`src/rtl/cmpvr_pkg.sv`:
```
// package for the comparator and ladder reference control block
// assumes a 32-bit classic wishbone slave with word addressing by byte address
`default_nettype none
package cmpvr_pkg;
    // register byte offsets
    localparam logic [3:0] comparator_control_offset = 4'h0;
    localparam logic [3:0] reference_ladder_control_offset = 4'h4;
    localparam logic [3:0] event_status_offset = 4'h8;
    localparam logic [3:0] event_mask_offset = 4'hc;
    // comparator control fields
    localparam int cmp_enable_pos = 15;
    localparam int result_pin_enable_pos = 14;
    localparam int result_invert_pos = 13;
    localparam int result_status_pos = 8;
    localparam int event_edge_select_pos = 6;
    localparam int positive_input_select_pos = 4;
    localparam int negative_input_select_pos = 0;
    localparam logic [31:0] comparator_writable_mask = 32'h0000_e0d3;
    localparam logic [31:0] comparator_reset = 32'h0000_00c3;
    // reference ladder control fields
    localparam int ref_enable_pos = 15;
    localparam int ladder_bypass_select_pos = 10;
    localparam int bandgap_source_select_pos = 8;
    localparam int ladder_pin_enable_pos = 6;
    localparam int ladder_range_select_pos = 5;
    localparam int ladder_source_select_pos = 4;
    localparam int ladder_tap_value_pos = 0;
    localparam logic [31:0] ladder_writable_mask = 32'h0000_877f;
    localparam logic [31:0] ladder_reset = 32'h0000_0100;
    // event edge encodings
    localparam logic [1:0] edge_none = 2'h0;
    localparam logic [1:0] edge_rise = 2'h1;
    localparam logic [1:0] edge_fall = 2'h2;
    localparam logic [1:0] edge_both = 2'h3;
    // status bits
    localparam int event_status_pos = 0;
endpackage : cmpvr_pkg
`default_nettype wire

```
`src/rtl/cmpvr_top.sv`:
```
// comparator and ladder reference control registers with event interrupt
// assumes wishbone classic master on clk; analog result arrives asynchronously
`default_nettype none
// Overview of operation
// - comparator enable bit, other bits untouched
// - pin enable drives result onto pin
// - invert bit inverts presented result
// - inversion also feeds interrupt edge detector
// - status bit reads present result, resets zero
// - edge field: none, rise, fall, both
// - positive select: ladder or external pin
// - negative select: pin, two inputs, bandgap
// - reference enable bit, other bits untouched
// - bypass select takes high reference pin
// - bandgap field selects level, default 0.6
// - ladder pin enable connects reference output
// - range select: low or offset range
// - source select: reference pins or supply
// - four-bit tap sets ladder step
// - unimplemented bits read zero, ignore writes
module cmpvr_top (
    input wire logic clk,
    input wire logic reset,
    input wire logic clk_en,
    input wire logic wb_cyc_i,
    input wire logic wb_stb_i,
    input wire logic wb_we_i,
    input wire logic [3:0] wb_adr_i,
    input wire logic [3:0] wb_sel_i,
    input wire logic [31:0] wb_dat_i,
    output logic [31:0] wb_dat_o,
    output logic wb_ack_o,
    input wire logic comparator_raw,
    output logic comparator_enable,
    output logic result_pin,
    output logic result_pin_oe,
    output logic positive_input_select,
    output logic [1:0] negative_input_select,
    output logic reference_enable,
    output logic ladder_bypass_select,
    output logic [1:0] bandgap_source_select,
    output logic ladder_pin_enable,
    output logic ladder_range_select,
    output logic ladder_source_select,
    output logic [3:0] ladder_tap_value,
    output logic irq
);
    typedef struct packed {
        logic [31:0] cmp_ctrl;
        logic [31:0] ref_ctrl;
        logic status;
        logic mask;
        logic sync_a;
        logic sync_b;
        logic prev_eff;
        logic eff;
        logic ack;
        logic [31:0] rdata;
        logic irq;
        logic pin;
        logic pin_oe;
    } cmpvr_state_type;

    cmpvr_state_type state;
    cmpvr_state_type next_state;

    logic [31:0] byte_mask;
    logic access;
    logic write_now;
    logic rise_seen;
    logic fall_seen;
    logic event_hit;
    logic [1:0] edge_sel;
    logic cmp_write;
    logic ref_write;
    logic status_write;
    logic mask_write;
    logic cmp_read;

    always_comb begin
        for (int i = 0; i < 4; i++) begin
            byte_mask[i*8 +: 8] = {8{wb_sel_i[i]}};
        end
    end

    // one registered ack per request, a cycle after it, dropped the cycle after
    assign access = wb_cyc_i && wb_stb_i && !state.ack;
    assign write_now = access && wb_we_i;
    assign edge_sel = state.cmp_ctrl[cmpvr_pkg::event_edge_select_pos +: 2];
    assign rise_seen = state.eff && !state.prev_eff;
    assign fall_seen = !state.eff && state.prev_eff;
    assign cmp_write = write_now && wb_adr_i == cmpvr_pkg::comparator_control_offset;
    assign ref_write = write_now && wb_adr_i == cmpvr_pkg::reference_ladder_control_offset;
    assign status_write = write_now && wb_adr_i == cmpvr_pkg::event_status_offset;
    assign mask_write = write_now && wb_adr_i == cmpvr_pkg::event_mask_offset;
    assign cmp_read = access && !wb_we_i && wb_adr_i == cmpvr_pkg::comparator_control_offset;

    always_comb begin
        unique case (edge_sel)
            cmpvr_pkg::edge_rise: event_hit = rise_seen;
            cmpvr_pkg::edge_fall: event_hit = fall_seen;
            cmpvr_pkg::edge_both: event_hit = rise_seen || fall_seen;
            default: event_hit = 1'b0;
        endcase
    end

    always_comb begin
        next_state = state;
        // second stage only is read, first feeds nothing else
        next_state.sync_a = comparator_raw;
        next_state.sync_b = state.sync_a;
        // disabled comparator presents a low result, or a high one with the invert bit set
        next_state.eff = (state.sync_b && state.cmp_ctrl[cmpvr_pkg::cmp_enable_pos])
            ^ state.cmp_ctrl[cmpvr_pkg::result_invert_pos];
        next_state.prev_eff = state.eff;
        next_state.ack = access;
        if (write_now && wb_adr_i == cmpvr_pkg::comparator_control_offset) begin
            // masked write changes only writable bits in the selected byte lanes
            next_state.cmp_ctrl = (state.cmp_ctrl & ~(byte_mask
                & cmpvr_pkg::comparator_writable_mask))
                | (wb_dat_i & byte_mask & cmpvr_pkg::comparator_writable_mask);
        end
        if (write_now && wb_adr_i == cmpvr_pkg::reference_ladder_control_offset) begin
            next_state.ref_ctrl = (state.ref_ctrl & ~(byte_mask
                & cmpvr_pkg::ladder_writable_mask))
                | (wb_dat_i & byte_mask & cmpvr_pkg::ladder_writable_mask);
        end
        if (write_now && wb_adr_i == cmpvr_pkg::event_mask_offset && wb_sel_i[0]) begin
            next_state.mask = wb_dat_i[cmpvr_pkg::event_status_pos];
        end
        // set wins over a simultaneous write-one clear
        if (write_now && wb_adr_i == cmpvr_pkg::event_status_offset && wb_sel_i[0]
                && wb_dat_i[cmpvr_pkg::event_status_pos]) begin
            next_state.status = 1'b0;
        end
        if (event_hit) begin
            next_state.status = 1'b1;
        end
        next_state.rdata = 32'h0000_0000;
        if (access && !wb_we_i) begin
            unique case (wb_adr_i)
                cmpvr_pkg::comparator_control_offset: begin
                    next_state.rdata = state.cmp_ctrl;
                    next_state.rdata[cmpvr_pkg::result_status_pos] =
                        state.sync_b && state.cmp_ctrl[cmpvr_pkg::cmp_enable_pos];
                end
                cmpvr_pkg::reference_ladder_control_offset: next_state.rdata = state.ref_ctrl;
                cmpvr_pkg::event_status_offset: next_state.rdata = {31'h0, state.status};
                cmpvr_pkg::event_mask_offset: next_state.rdata = {31'h0, state.mask};
                default: next_state.rdata = 32'h0000_0000;
            endcase
        end
        next_state.irq = next_state.status && next_state.mask;
        next_state.pin = next_state.eff;
        next_state.pin_oe = next_state.cmp_ctrl[cmpvr_pkg::result_pin_enable_pos];
    end

    always_ff @(posedge clk) begin
        if (reset) begin
            state <= '{cmp_ctrl: cmpvr_pkg::comparator_reset,
                ref_ctrl: cmpvr_pkg::ladder_reset, default: '0};
        end else if (clk_en) begin
            state <= next_state;
        end
    end

    assign wb_dat_o = state.rdata;
    assign wb_ack_o = state.ack;
    assign irq = state.irq;
    assign result_pin = state.pin;
    assign result_pin_oe = state.pin_oe;
    assign comparator_enable = state.cmp_ctrl[cmpvr_pkg::cmp_enable_pos];
    assign positive_input_select = state.cmp_ctrl[cmpvr_pkg::positive_input_select_pos];
    assign negative_input_select =
        state.cmp_ctrl[cmpvr_pkg::negative_input_select_pos +: 2];
    assign reference_enable = state.ref_ctrl[cmpvr_pkg::ref_enable_pos];
    assign ladder_bypass_select = state.ref_ctrl[cmpvr_pkg::ladder_bypass_select_pos];
    assign bandgap_source_select =
        state.ref_ctrl[cmpvr_pkg::bandgap_source_select_pos +: 2];
    assign ladder_pin_enable = state.ref_ctrl[cmpvr_pkg::ladder_pin_enable_pos];
    assign ladder_range_select = state.ref_ctrl[cmpvr_pkg::ladder_range_select_pos];
    assign ladder_source_select = state.ref_ctrl[cmpvr_pkg::ladder_source_select_pos];
    assign ladder_tap_value = state.ref_ctrl[cmpvr_pkg::ladder_tap_value_pos +: 4];

    // bus handshake: one registered ack per request, data only with a read
    a_ack_one_cycle: assert property (@(posedge clk) disable iff (reset)
        clk_en && wb_ack_o
        |=> !wb_ack_o)
        else $error("ack held too long");

    a_ack_after_req: assert property (@(posedge clk) disable iff (reset)
        clk_en && access
        |=> wb_ack_o)
        else $error("request not acknowledged");

    a_ack_needs_req: assert property (@(posedge clk) disable iff (reset)
        clk_en && !access
        |=> !wb_ack_o)
        else $error("ack without request");

    a_read_zero_idle: assert property (@(posedge clk) disable iff (reset)
        clk_en && !(access && !wb_we_i)
        |=> wb_dat_o == 32'h0000_0000)
        else $error("read data outside a read");

    a_freeze_all: assert property (@(posedge clk) disable iff (reset)
        !clk_en
        |=> $stable(state))
        else $error("state moved while frozen");

    a_status_after_reset: assert property (@(posedge clk) disable iff (reset)
        $past(reset)
        |-> wb_dat_o == 32'h0000_0000 && !irq && !state.status)
        else $error("outputs not quiet after reset");

    // control fields land only through their own byte lane
    a_enable_write: assert property (@(posedge clk) disable iff (reset)
        clk_en && cmp_write && wb_sel_i[1]
        |=> comparator_enable == $past(wb_dat_i[cmpvr_pkg::cmp_enable_pos]))
        else $error("comparator enable not written");

    a_enable_lane_kept: assert property (@(posedge clk) disable iff (reset)
        clk_en && cmp_write && !wb_sel_i[1]
        |=> $stable(comparator_enable))
        else $error("comparator enable disturbed");

    a_cmp_hold: assert property (@(posedge clk) disable iff (reset)
        clk_en && !cmp_write
        |=> $stable(state.cmp_ctrl))
        else $error("comparator control moved");

    a_pin_follows: assert property (@(posedge clk) disable iff (reset)
        clk_en && cmp_write && wb_sel_i[1]
        |=> result_pin_oe == $past(wb_dat_i[cmpvr_pkg::result_pin_enable_pos]))
        else $error("pin enable mismatch");

    a_pin_value: assert property (@(posedge clk) disable iff (reset)
        1'b1
        |-> result_pin == state.eff)
        else $error("pin not presented result");

    a_invert_eff: assert property (@(posedge clk) disable iff (reset)
        clk_en && $past(clk_en) && !$past(reset) |-> state.eff == $past((state.sync_b
            && comparator_enable) ^ state.cmp_ctrl[cmpvr_pkg::result_invert_pos]))
        else $error("inverted result wrong");

    a_no_invert_pass: assert property (@(posedge clk) disable iff (reset)
        clk_en && !state.cmp_ctrl[cmpvr_pkg::result_invert_pos] && comparator_enable && !cmp_write
        |=> state.eff == $past(state.sync_b))
        else $error("result not passed through");

    a_edge_input_inverted: assert property (@(posedge clk) disable iff (reset)
        clk_en && state.cmp_ctrl[cmpvr_pkg::result_invert_pos] && comparator_enable && !cmp_write
        |=> state.eff == !$past(state.sync_b))
        else $error("edge detector not inverted");

    a_status_bit_read: assert property (@(posedge clk) disable iff (reset)
        clk_en && cmp_read
        |=> wb_dat_o[cmpvr_pkg::result_status_pos] == $past(state.sync_b && comparator_enable))
        else $error("result status wrong");

    a_status_off_zero: assert property (@(posedge clk) disable iff (reset)
        clk_en && cmp_read && !comparator_enable
        |=> !wb_dat_o[cmpvr_pkg::result_status_pos])
        else $error("status set while disabled");

    // event edges and the sticky status behind the interrupt line
    a_rise_event: assert property (@(posedge clk) disable iff (reset)
        clk_en && edge_sel == cmpvr_pkg::edge_rise && rise_seen
        |=> state.status)
        else $error("rise event lost");

    a_fall_event: assert property (@(posedge clk) disable iff (reset)
        clk_en && edge_sel == cmpvr_pkg::edge_fall && fall_seen
        |=> state.status)
        else $error("fall event lost");

    a_both_event: assert property (@(posedge clk) disable iff (reset)
        clk_en && edge_sel == cmpvr_pkg::edge_both && (rise_seen || fall_seen)
        |=> state.status)
        else $error("either-edge event lost");

    a_none_quiet: assert property (@(posedge clk) disable iff (reset)
        clk_en && edge_sel == cmpvr_pkg::edge_none && !state.status
            && !write_now |=> !state.status)
        else $error("event with edges disabled");

    a_rise_only: assert property (@(posedge clk) disable iff (reset)
        clk_en && edge_sel == cmpvr_pkg::edge_rise && !rise_seen && !state.status
        |=> !state.status)
        else $error("event without rising edge");

    a_fall_only: assert property (@(posedge clk) disable iff (reset)
        clk_en && edge_sel == cmpvr_pkg::edge_fall && !fall_seen && !state.status
        |=> !state.status)
        else $error("event without falling edge");

    a_event_irq: assert property (@(posedge clk) disable iff (reset)
        clk_en && event_hit && state.mask && !mask_write
        |=> irq)
        else $error("unmasked event without irq");

    a_irq_level: assert property (@(posedge clk) disable iff (reset)
        1'b1
        |-> irq == (state.status && state.mask))
        else $error("irq not status and mask");

    a_masked_quiet: assert property (@(posedge clk) disable iff (reset)
        clk_en && !state.mask && !mask_write
        |=> !irq)
        else $error("masked event raised irq");

    a_status_clear: assert property (@(posedge clk) disable iff (reset)
        clk_en && status_write && wb_sel_i[0] && wb_dat_i[cmpvr_pkg::event_status_pos] && !event_hit
        |=> !state.status)
        else $error("status not cleared");

    a_status_sticky: assert property (@(posedge clk) disable iff (reset)
        clk_en && state.status && !status_write
        |=> state.status)
        else $error("status lost without clear");

    // input routing and ladder fields
    a_posin_write: assert property (@(posedge clk) disable iff (reset)
        clk_en && cmp_write && wb_sel_i[0]
        |=> positive_input_select == $past(wb_dat_i[cmpvr_pkg::positive_input_select_pos]))
        else $error("positive select not written");

    a_negin_write: assert property (@(posedge clk) disable iff (reset)
        clk_en && cmp_write && wb_sel_i[0]
        |=> negative_input_select == $past(wb_dat_i[cmpvr_pkg::negative_input_select_pos +: 2]))
        else $error("negative select not written");

    a_ref_enable_write: assert property (@(posedge clk) disable iff (reset)
        clk_en && ref_write && wb_sel_i[1]
        |=> reference_enable == $past(wb_dat_i[cmpvr_pkg::ref_enable_pos]))
        else $error("reference enable not written");

    a_ref_hold: assert property (@(posedge clk) disable iff (reset)
        clk_en && !ref_write
        |=> $stable(state.ref_ctrl))
        else $error("ladder control moved");

    a_bypass_write: assert property (@(posedge clk) disable iff (reset)
        clk_en && ref_write && wb_sel_i[1]
        |=> ladder_bypass_select == $past(wb_dat_i[cmpvr_pkg::ladder_bypass_select_pos]))
        else $error("bypass select not written");

    a_bandgap_write: assert property (@(posedge clk) disable iff (reset)
        clk_en && ref_write && wb_sel_i[1]
        |=> bandgap_source_select == $past(wb_dat_i[cmpvr_pkg::bandgap_source_select_pos +: 2]))
        else $error("bandgap select not written");

    a_ladder_pin_write: assert property (@(posedge clk) disable iff (reset)
        clk_en && ref_write && wb_sel_i[0]
        |=> ladder_pin_enable == $past(wb_dat_i[cmpvr_pkg::ladder_pin_enable_pos]))
        else $error("ladder pin enable not written");

    a_range_write: assert property (@(posedge clk) disable iff (reset)
        clk_en && ref_write && wb_sel_i[0]
        |=> ladder_range_select == $past(wb_dat_i[cmpvr_pkg::ladder_range_select_pos]))
        else $error("range select not written");

    a_source_write: assert property (@(posedge clk) disable iff (reset)
        clk_en && ref_write && wb_sel_i[0]
        |=> ladder_source_select == $past(wb_dat_i[cmpvr_pkg::ladder_source_select_pos]))
        else $error("source select not written");

    a_tap_write: assert property (@(posedge clk) disable iff (reset)
        clk_en && ref_write && wb_sel_i[0]
        |=> ladder_tap_value == $past(wb_dat_i[cmpvr_pkg::ladder_tap_value_pos +: 4]))
        else $error("tap value not written");

    // reserved space reads back empty
    a_unimpl_zero: assert property (@(posedge clk) disable iff (reset)
        (state.cmp_ctrl & ~cmpvr_pkg::comparator_writable_mask) == 32'h0
            && (state.ref_ctrl & ~cmpvr_pkg::ladder_writable_mask) == 32'h0)
        else $error("unimplemented bit set");

    a_upper_zero: assert property (@(posedge clk) disable iff (reset)
        wb_ack_o
        |-> wb_dat_o[31:16] == 16'h0000)
        else $error("upper half not zero");

    a_unmapped_read: assert property (@(posedge clk) disable iff (reset)
        clk_en && access && !wb_we_i && wb_adr_i[1:0] != 2'h0
        |=> wb_dat_o == 32'h0000_0000)
        else $error("unmapped address read nonzero");

    // two flops before anything looks at the analog result
    a_sync_first: assert property (@(posedge clk) disable iff (reset)
        $past(clk_en) && !$past(reset)
        |-> state.sync_a == $past(comparator_raw))
        else $error("first sync stage wrong");

    a_sync_delay: assert property (@(posedge clk) disable iff (reset)
        $past(clk_en) && $past(clk_en, 2) && !$past(reset) && !$past(reset, 2)
        |-> state.sync_b == $past(comparator_raw, 2))
        else $error("synchroniser depth wrong");
endmodule : cmpvr_top
`default_nettype wire

```
`config.mk`:
```
export PLATFORM = sky130hd
export DESIGN_NAME = cmpvr_top
export DESIGN_NICKNAME = d
export VERILOG_FILES = /design/src/rtl/cmpvr_pkg.sv /design/src/rtl/cmpvr_top.sv
export SDC_FILE = /design/constraint.sdc
export NUM_CORES = 1
export LEC_CHECK = 0
export BUFFER_PORTS_ARGS = -buffer_cell sky130_fd_sc_hd__buf_2
export CORE_UTILIZATION = 40
export DETAILED_ROUTE_END_ITERATION = 16
export GPL_TIMING_DRIVEN = 0
export PLACE_DENSITY_LB_ADDON = 0.3
export SYNTH_ARGS = -nofsm -noshare
export SYNTH_HDL_FRONTEND = slang
export SYNTH_SLANG_ARGS = --single-unit
```
`constraint.sdc`:
```
create_clock -name clk -period 1.3 [get_ports clk]
set_input_delay 0.065 -clock clk [delete_from_list [all_inputs] [get_ports clk]]
set_output_delay 0.065 -clock clk [all_outputs]
set_load 0.01 [all_outputs]
```
== Word level (Yosys, flattened, before mapping) ==
Index checks and enable logic that the tools add are counted.

* Bits of input ports: 47
* Flip-flop bits (word level): 104
* Word-level logic and storage cells: 55
* Output and inout bits: 51

* Bitwise gates (word level): 8
* Eq/ne operators: 6
* Mux-type cells: 6
* Reductions and logical operators: 23

{| class="wikitable"
|+ Operators with widths
! cell !! number
|-
| $pmux 32 s4 || 1
|-
| $and 32x32->32 || 2
|-
| $not 16->32 || 2
|-
| $or 32x16->32 || 2
|-
| $mux 32 || 1
|-
| $and 16x16->16 || 1
|-
| $logic_and 1x1->1 || 15
|-
| $eq 4x4->1 const B || 2
|-
| $eq 2x2->1 const B || 2
|-
| $eq 4x3->1 const B || 1
|-
| $logic_not 1->1 || 4
|-
| $logic_not 4->1 || 1
|-
| $reduce_and 2->1 || 2
|-
| $mux 1 || 3
|-
| $pmux 1 s3 || 1
|-
| $eq 2x1->1 const B || 1
|-
| $logic_or 1x1->1 || 1
|-
| $xor 1x1->1 || 1
|}

== Longest topological paths before layout ==
Gate-level depths: netlist of the first run.

* Word-level depth: 9
* Mapped depth: 6
* Mapped depth without buffers: 6

== Worst setup path before layout of the first run ==
No wires, ideal clock.

* Path type: register -> register
* Start point: reg state (netlist bit wb_ack_o)
* End point: reg state (netlist bit wb_dat_o[4])
* Required time: 1.235 ns
* Data arrival time: 1.449 ns
* Path slack: -0.214 ns
* Period minus slack after synthesis: 1.514 ns
* Cell stages (with the launch flop): 5
* Setup time: 0.065 ns
* Buffers on the path: 0
* Cell sequence: dfxtp_1 nand4b_4 or4b_1 a2bb2oi_1 nor2_1

* Cells in the longest elaborated chain, start to end: 4

{| class="wikitable"
|+ Ends and longest elaborated chain
! item !! line !! text
|-
| start, declared || cmpvr_top.sv:64 || <nowiki>cmpvr_state_type state;</nowiki>
|-
| start signal, assigned || cmpvr_top.sv:160 || <nowiki>state <= '{cmp_ctrl: cmpvr_pkg::comparator_reset,</nowiki>
|-
| start signal, assigned || cmpvr_top.sv:163 || <nowiki>state <= next_state;</nowiki>
|-
| $logic_not 1->1 || cmpvr_top.sv:87 || <nowiki>assign access = wb_cyc_i && wb_stb_i && !state.ack;</nowiki>
|-
| $logic_and 1x1->1 || cmpvr_top.sv:87 ||
|-
| $logic_and 1x1->1 || cmpvr_top.sv:140 || <nowiki>if (access && !wb_we_i) begin</nowiki>
|-
| $mux 32 || cmpvr_top.sv:140 ||
|}

No other way between the ends.
A chain may end at the register's enable or synchronous reset.

==> impl_metrics.json, run 1 <==
{
  "endpoint_kind": "flip-flop",
  "yosysMostFrequentCell": "dfxtp_1",
  "powerDensity_mw_per_mm2": 926,
  "grt_overflow": 0,
  "yosysWarnings": 0,
  "setup_violations": 33,
  "cts-root-buf": "clkbuf_8",
  "area_growth_pct": 40.1,
  "drv_slew": 0,
  "ioPinCount": 98,
  "grt_pass1_vias": 1543,
  "insertion_delay_ps": 280,
  "hold_path.class": "input pin to flip-flop",
  "postLayoutCellArea_mm2": 0.00285,
  "period_share_pct": 116,
  "cts_num_sinks": 41,
  "die_area_mm2": 0.00537,
  "syn_inst": 211,
  "status": "finished, violations left",
  "detailed_place_hpwl_mm": 3.46,
  "drc": 0,
  "synth.area.top_cells": "dfxtp_1 (40%), buf_4 (15%), mux2i_1 (13%), nor2_1 (6.7%), a22oi_1 (3.0%)",
  "post_dp_cell_area_mm2": 0.00247,
  "synth_area_per_cell_um2": 9.63,
  "grt_max_degree": 13,
  "violations": "negative setup slack",
  "yosysSeqAreaShare_pct": 40.4,
  "final_layout_size_suffix_gt1_share_pct": 46.9,
  "tightest_slew_ps": 545,
  "cp_max_fo": 5,
  "critPathKind": "flip-flop to flip-flop",
  "antenna_found_initial": 0,
  "maxCapViolCount": 0,
  "io_buffers": 57,
  "setup.worst_path.start": "wb_ack_o",
  "clock_skew_ps": 3.23,
  "r2r-start": "wb_ack_o",
  "multi_input_area_mm2": 0.00101,
  "cts_tree": "yes",
  "cts.clk_slew.worst_paths_ps": 80,
  "clock_path_buffers": 2,
  "grt.total_usage_pct": 18.6,
  "hold_path_startpoint": "wb_dat_i[1]",
  "regArea_um2": 826,
  "crit_chain": "nand4b_4 -> buf_12 -> buf_4 -> nor3_4 -> mux2i_1 -> nor2_1",
  "nNetsFinal": 355,
  "vias_per_cell": 4.63,
  "crit_arrival_ps": 1670,
  "ant_nets": 0,
  "synth_area_mm2": 0.00203,
  "routed_wl_mm": 5.06,
  "post-route-util_pct": 59.1,
  "drt_iter0_drc": 88,
  "period_minus_slack_ps": 1510,
  "yosysTopAreaCell": "dfxtp_1",
  "p_total_mw": 2.64,
  "p_leak_nw": 1.36,
  "hold_viol": 0,
  "start_kind": "flip-flop",
  "ir_drop_mv": 0.447,
  "diodes": 0,
  "htree_num_levels": 2,
  "grt_pass1_wl_mm": 7.50,
  "rsz0062_at_grt": "true",
  "start_util_pct": 42.2,
  "fillers": 442,
  "cp_slowest_cell": "dfxtp_2",
  "die_y_um": 73.3,
  "async_reset_ff_share_pct": 0,
  "yosys-top-cells-count": "dfxtp_1 (41), buf_4 (40), nor2_1 (36)",
  "post_drt_wl_per_cell_um": 13.5,
  "rows": 25,
  "yosysTopAreaCellShare_pct": 40.4,
  "vias": 1733,
  "first_pass_iters": 4,
  "maxSlewHeadroom_pct": 63.7,
  "max_clock_freq_mhz": 661,
  "core_mm2": 0.00482,
  "synth_flop_cell": "dfxtp_1",
  "die_x_um": 73.3,
  "place_congestion": 0.783,
  "worst_ep_required_time_ps": 1460,
  "cts_buffers": 5,
  "ys_seq_elements": 41,
  "synth_edf_count": 0,
  "finalWorstSetupSlack_ps": -214,
  "ys_types": 37,
  "slowest_delay_ps": 330
}
what timing repair did:
action	in CTS	in global routing
resized for setup	9	16
pin swaps	12	10
hold endpoints to repair	2	0
setup buffers	7	5
hold buffers	2	0
setup endpoints to repair	33	36
cell families after synthesis:
group                    after synthesis  share of synthesized area (%)
AO/OA/AOI/OAI                         23                           8.87
buffers and inverters                 53                           17.6
XOR/XNOR                               1                          0.431
other                                  1                          0.185
AND/OR/NAND/NOR                       62                           16.7
multiplexers                          28                           14.6
flip-flops                            41                           40.4
adder cells (fa/ha/maj)                2                           1.23
worst max-delay path: cells and delay by family, from the launching register on:
kind,cells,cell delay (ps)
buf+inv,2,300
mux,1,250
simple gates,3,510
flops,1,330
metal layers:
metal,track usage (%),wire length (um),vias to the layer above
met2,31.5,2580,59
met1,24.4,2190,811
li1,-,-,856
met5,0,0,-
met3,3.98,256,7
met4,3.92,30,0
final timing paths:
check	endpoint	slack, ps	cells past startpoint
min reg2reg	wb_dat_o[0]	500	2
max	flip-flop	-210	6
max reg2reg	flip-flop	-210	6
min	flip-flop	10	3
placed cells by master (no fill, tap or decap), types with 2 or more instances in the layout:
cell type	count
nor2_1	36
buf_2	58
a2bb2oi_2	4
dfxtp_1	39
a32oi_1	2
clkbuf_8	6
mux2i_2	2
buf_12	3
mux2i_1	25
dlygate4sd3_1	2
nor3_4	5
conb_1	18
buf_4	46
buf_6	3
inv_1	5
clkbuf_1	4
nand2_1	9
or4b_4	2
a211oi_1	2
a22oi_1	7
ha_1	2
layout make-up:
class,instances,area share (%)
clock buffers,7,3.03
inverters,6,0.791
multi-input cells,134,35.6
clock inverters,1,1.05
well taps,67,2.94
plain buffers,47,11.8
flip-flops and latches,41,29.0
repair buffers,71,15.7
stage by stage:
step                      TNS, ps  cells  hold WS, ps  setup slack, ps
after floorplan             -1330    228          185             -115
after global placement      -7780    352          280             -336
after detailed placement    -7920    352          289             -335
after CTS                   -4040    369         2.33             -180
after global routing        -7160    374         1.33             -313
final                       -5140    374         9.80             -214
power breakdown:
group	switching, mW	internal [mW]	total, mW
Sequential	0.0124	1.27	1.28
Clock	0.425	0.626	1.05
Combinational	0.165	0.143	0.308
(Power assumes the default switching activity.)
==> run 2, diff against run 1 <==
--- a/config.mk
+++ b/config.mk
@@ -6,6 +6,7 @@
 export NUM_CORES = 1
 export LEC_CHECK = 0
 export BUFFER_PORTS_ARGS = -buffer_cell sky130_fd_sc_hd__buf_2
+export CORE_ASPECT_RATIO = 1.25
 export CORE_UTILIZATION = 40
 export DETAILED_ROUTE_END_ITERATION = 16
 export GPL_TIMING_DRIVEN = 0
==> impl_metrics.json, run 2 (synthesis results as in run 1) <==
{
  "drv_slew": 0,
  "cts_buffers": 5,
  "vias_per_cell": 4.64,
  "cts.clk_slew.worst_paths_ps": 80,
  "clock_path_buffers": 2,
  "crit_chain": "nand4b_4 -> buf_4 -> buf_4 -> nor3_4 -> a22oi_1 -> nor2_1",
  "area_growth_pct": 38.4,
  "clock_skew_ps": 1.55,
  "worst_ep_required_time_ps": 1520,
  "tns_ps": -2540,
  "detailed_place_hpwl_mm": 3.34,
  "ioPinCount": 98,
  "tightest_slew_ps": 579,
  "final_cell_mix": "buf_2 (58), buf_4 (46), dfxtp_1 (39)",
  "cts-root-buf": "clkbuf_8",
  "rows": 28,
  "grt_pass1_vias": 1579,
  "first_pass_iters": 4,
  "vias": 1708,
  "final_layout_size_suffix_gt1_share_pct": 45.1,
  "nNetsFinal": 356,
  "hold_path.class": "input pin to flip-flop",
  "max_clock_freq_mhz": 691,
  "place_congestion": 0.822,
  "finalWorstSetupSlack_ps": -148,
  "cp_slowest_cell": "dfxtp_2",
  "drc": 0,
  "grt.total_usage_pct": 18.5,
  "setup_violations": 31,
  "start_kind": "flip-flop",
  "p_total_mw": 2.50,
  "cts_tree": "yes",
  "cp_max_fo": 5,
  "die_y_um": 81.7,
  "drt_iter0_drc": 73,
  "start_util_pct": 42.3,
  "dr.max_layer_used": "met4",
  "antenna_found_initial": 0,
  "grt_pass1_wl_mm": 7.35,
  "wl_met3_um": 304,
  "maxSlewHeadroom_pct": 61.4,
  "ant_nets": 0,
  "grt_overflow": 0,
  "rsz0062_at_grt": "true",
  "grt_max_degree": 13,
  "powerDensity_mw_per_mm2": 888,
  "post_dp_cell_area_mm2": 0.00246,
  "wl_met1_mm": 1.97,
  "cpMostUsedCell": "buf_4",
  "ir_drop_mv": 0.689,
  "dp_slack_ps": -359,
  "period_share_pct": 111,
  "fillers": 436,
  "htree_num_levels": 2,
  "period_minus_slack_ps": 1450,
  "die_x_um": 65.8,
  "status": "finished, violations left",
  "critPathKind": "flip-flop to flip-flop",
  "insertion_delay_ps": 290,
  "violations": "negative setup slack",
  "maxCapViolCount": 0,
  "cts_num_sinks": 41,
  "endpoint_kind": "flip-flop",
  "core_mm2": 0.00480,
  "diodes": 0,
  "post_drt_wl_per_cell_um": 13.1,
  "routed_wl_mm": 4.81,
  "hold_viol": 0,
  "postLayoutCellArea_mm2": 0.00281,
  "met2RoutedLength_mm": 2.47,
  "die_area_mm2": 0.00537,
  "io_buffers": 57,
  "final_common_cell": "buf_2",
  "p_leak_nw": 1.36,
  "crit_arrival_ps": 1670,
  "slowest_delay_ps": 320
}
## run 2: critical path: cells and delay by family (launching register included)
kind            cells  cell delay [ps]
compound gates      1              130
buf+inv             2              320
flops               1              320
simple gates        3              600
## run 2: metal layers
metal,vias up,global-route usage [%]
met5,-,0
met4,0,7.61
met3,7,4.58
met2,68,33.0
met1,772,20.8
li1,861,-
## run 2: power breakdown
| part | leakage (nW) | total, mW | switching (mW) | internal, mW |
|---|---|---|---|---|
| clock network | 0.0542 | 0.914 | 0.434 | 0.480 |
| logic | 0.972 | 0.306 | 0.161 | 0.145 |
| registers | 0.333 | 1.28 | 0.0114 | 1.27 |
## run 2: repair_timing
action                                  4_1_cts  5_1_grt
cloned                                        0        0
hold buffers                                  4        0
endpoints found under the hold margin         4        0
pin swaps                                    12        4
gates resized for setup                       6       11
endpoints found under the setup margin       32       31
buffers inserted                             10        1
## run 2: worst paths after layout
check,startpoint,to,slack (ps),cells after the start
worst max-delay path,wb_ack_o,wb_dat_o[9],-150,6
worst min-delay path,wb_dat_i[2],flip-flop,5,3
worst max register to register,wb_ack_o,wb_dat_o[9],-150,6
worst min register to register,next_state[38],next_state[38],500,2
## run 2: cell type report
cell class	count	area (um2)	area share, %
Clock inverter	1	5.00	0.178
Clock buffer	7	96.3	3.43
Multi-Input combinational cell	134	1000	35.5
Sequential cell	41	826	29.4
Tap cell	60	75.1	2.67
Buffer	47	335	11.9
Timing Repair Buffer	72	453	16.1
Inverter	6	22.5	0.801
## run 2: metrics by stage
stage	hold slack [ps]	utilization (%)	std cells
4_1_cts	4.17	57.2	367
5_1_grt	9.12	58.6	368
6_report	5.48	58.6	368
2_1_floorplan	185	-	228
3_5_place_dp	292	51.3	345
3_3_place_gp	285	51.3	345
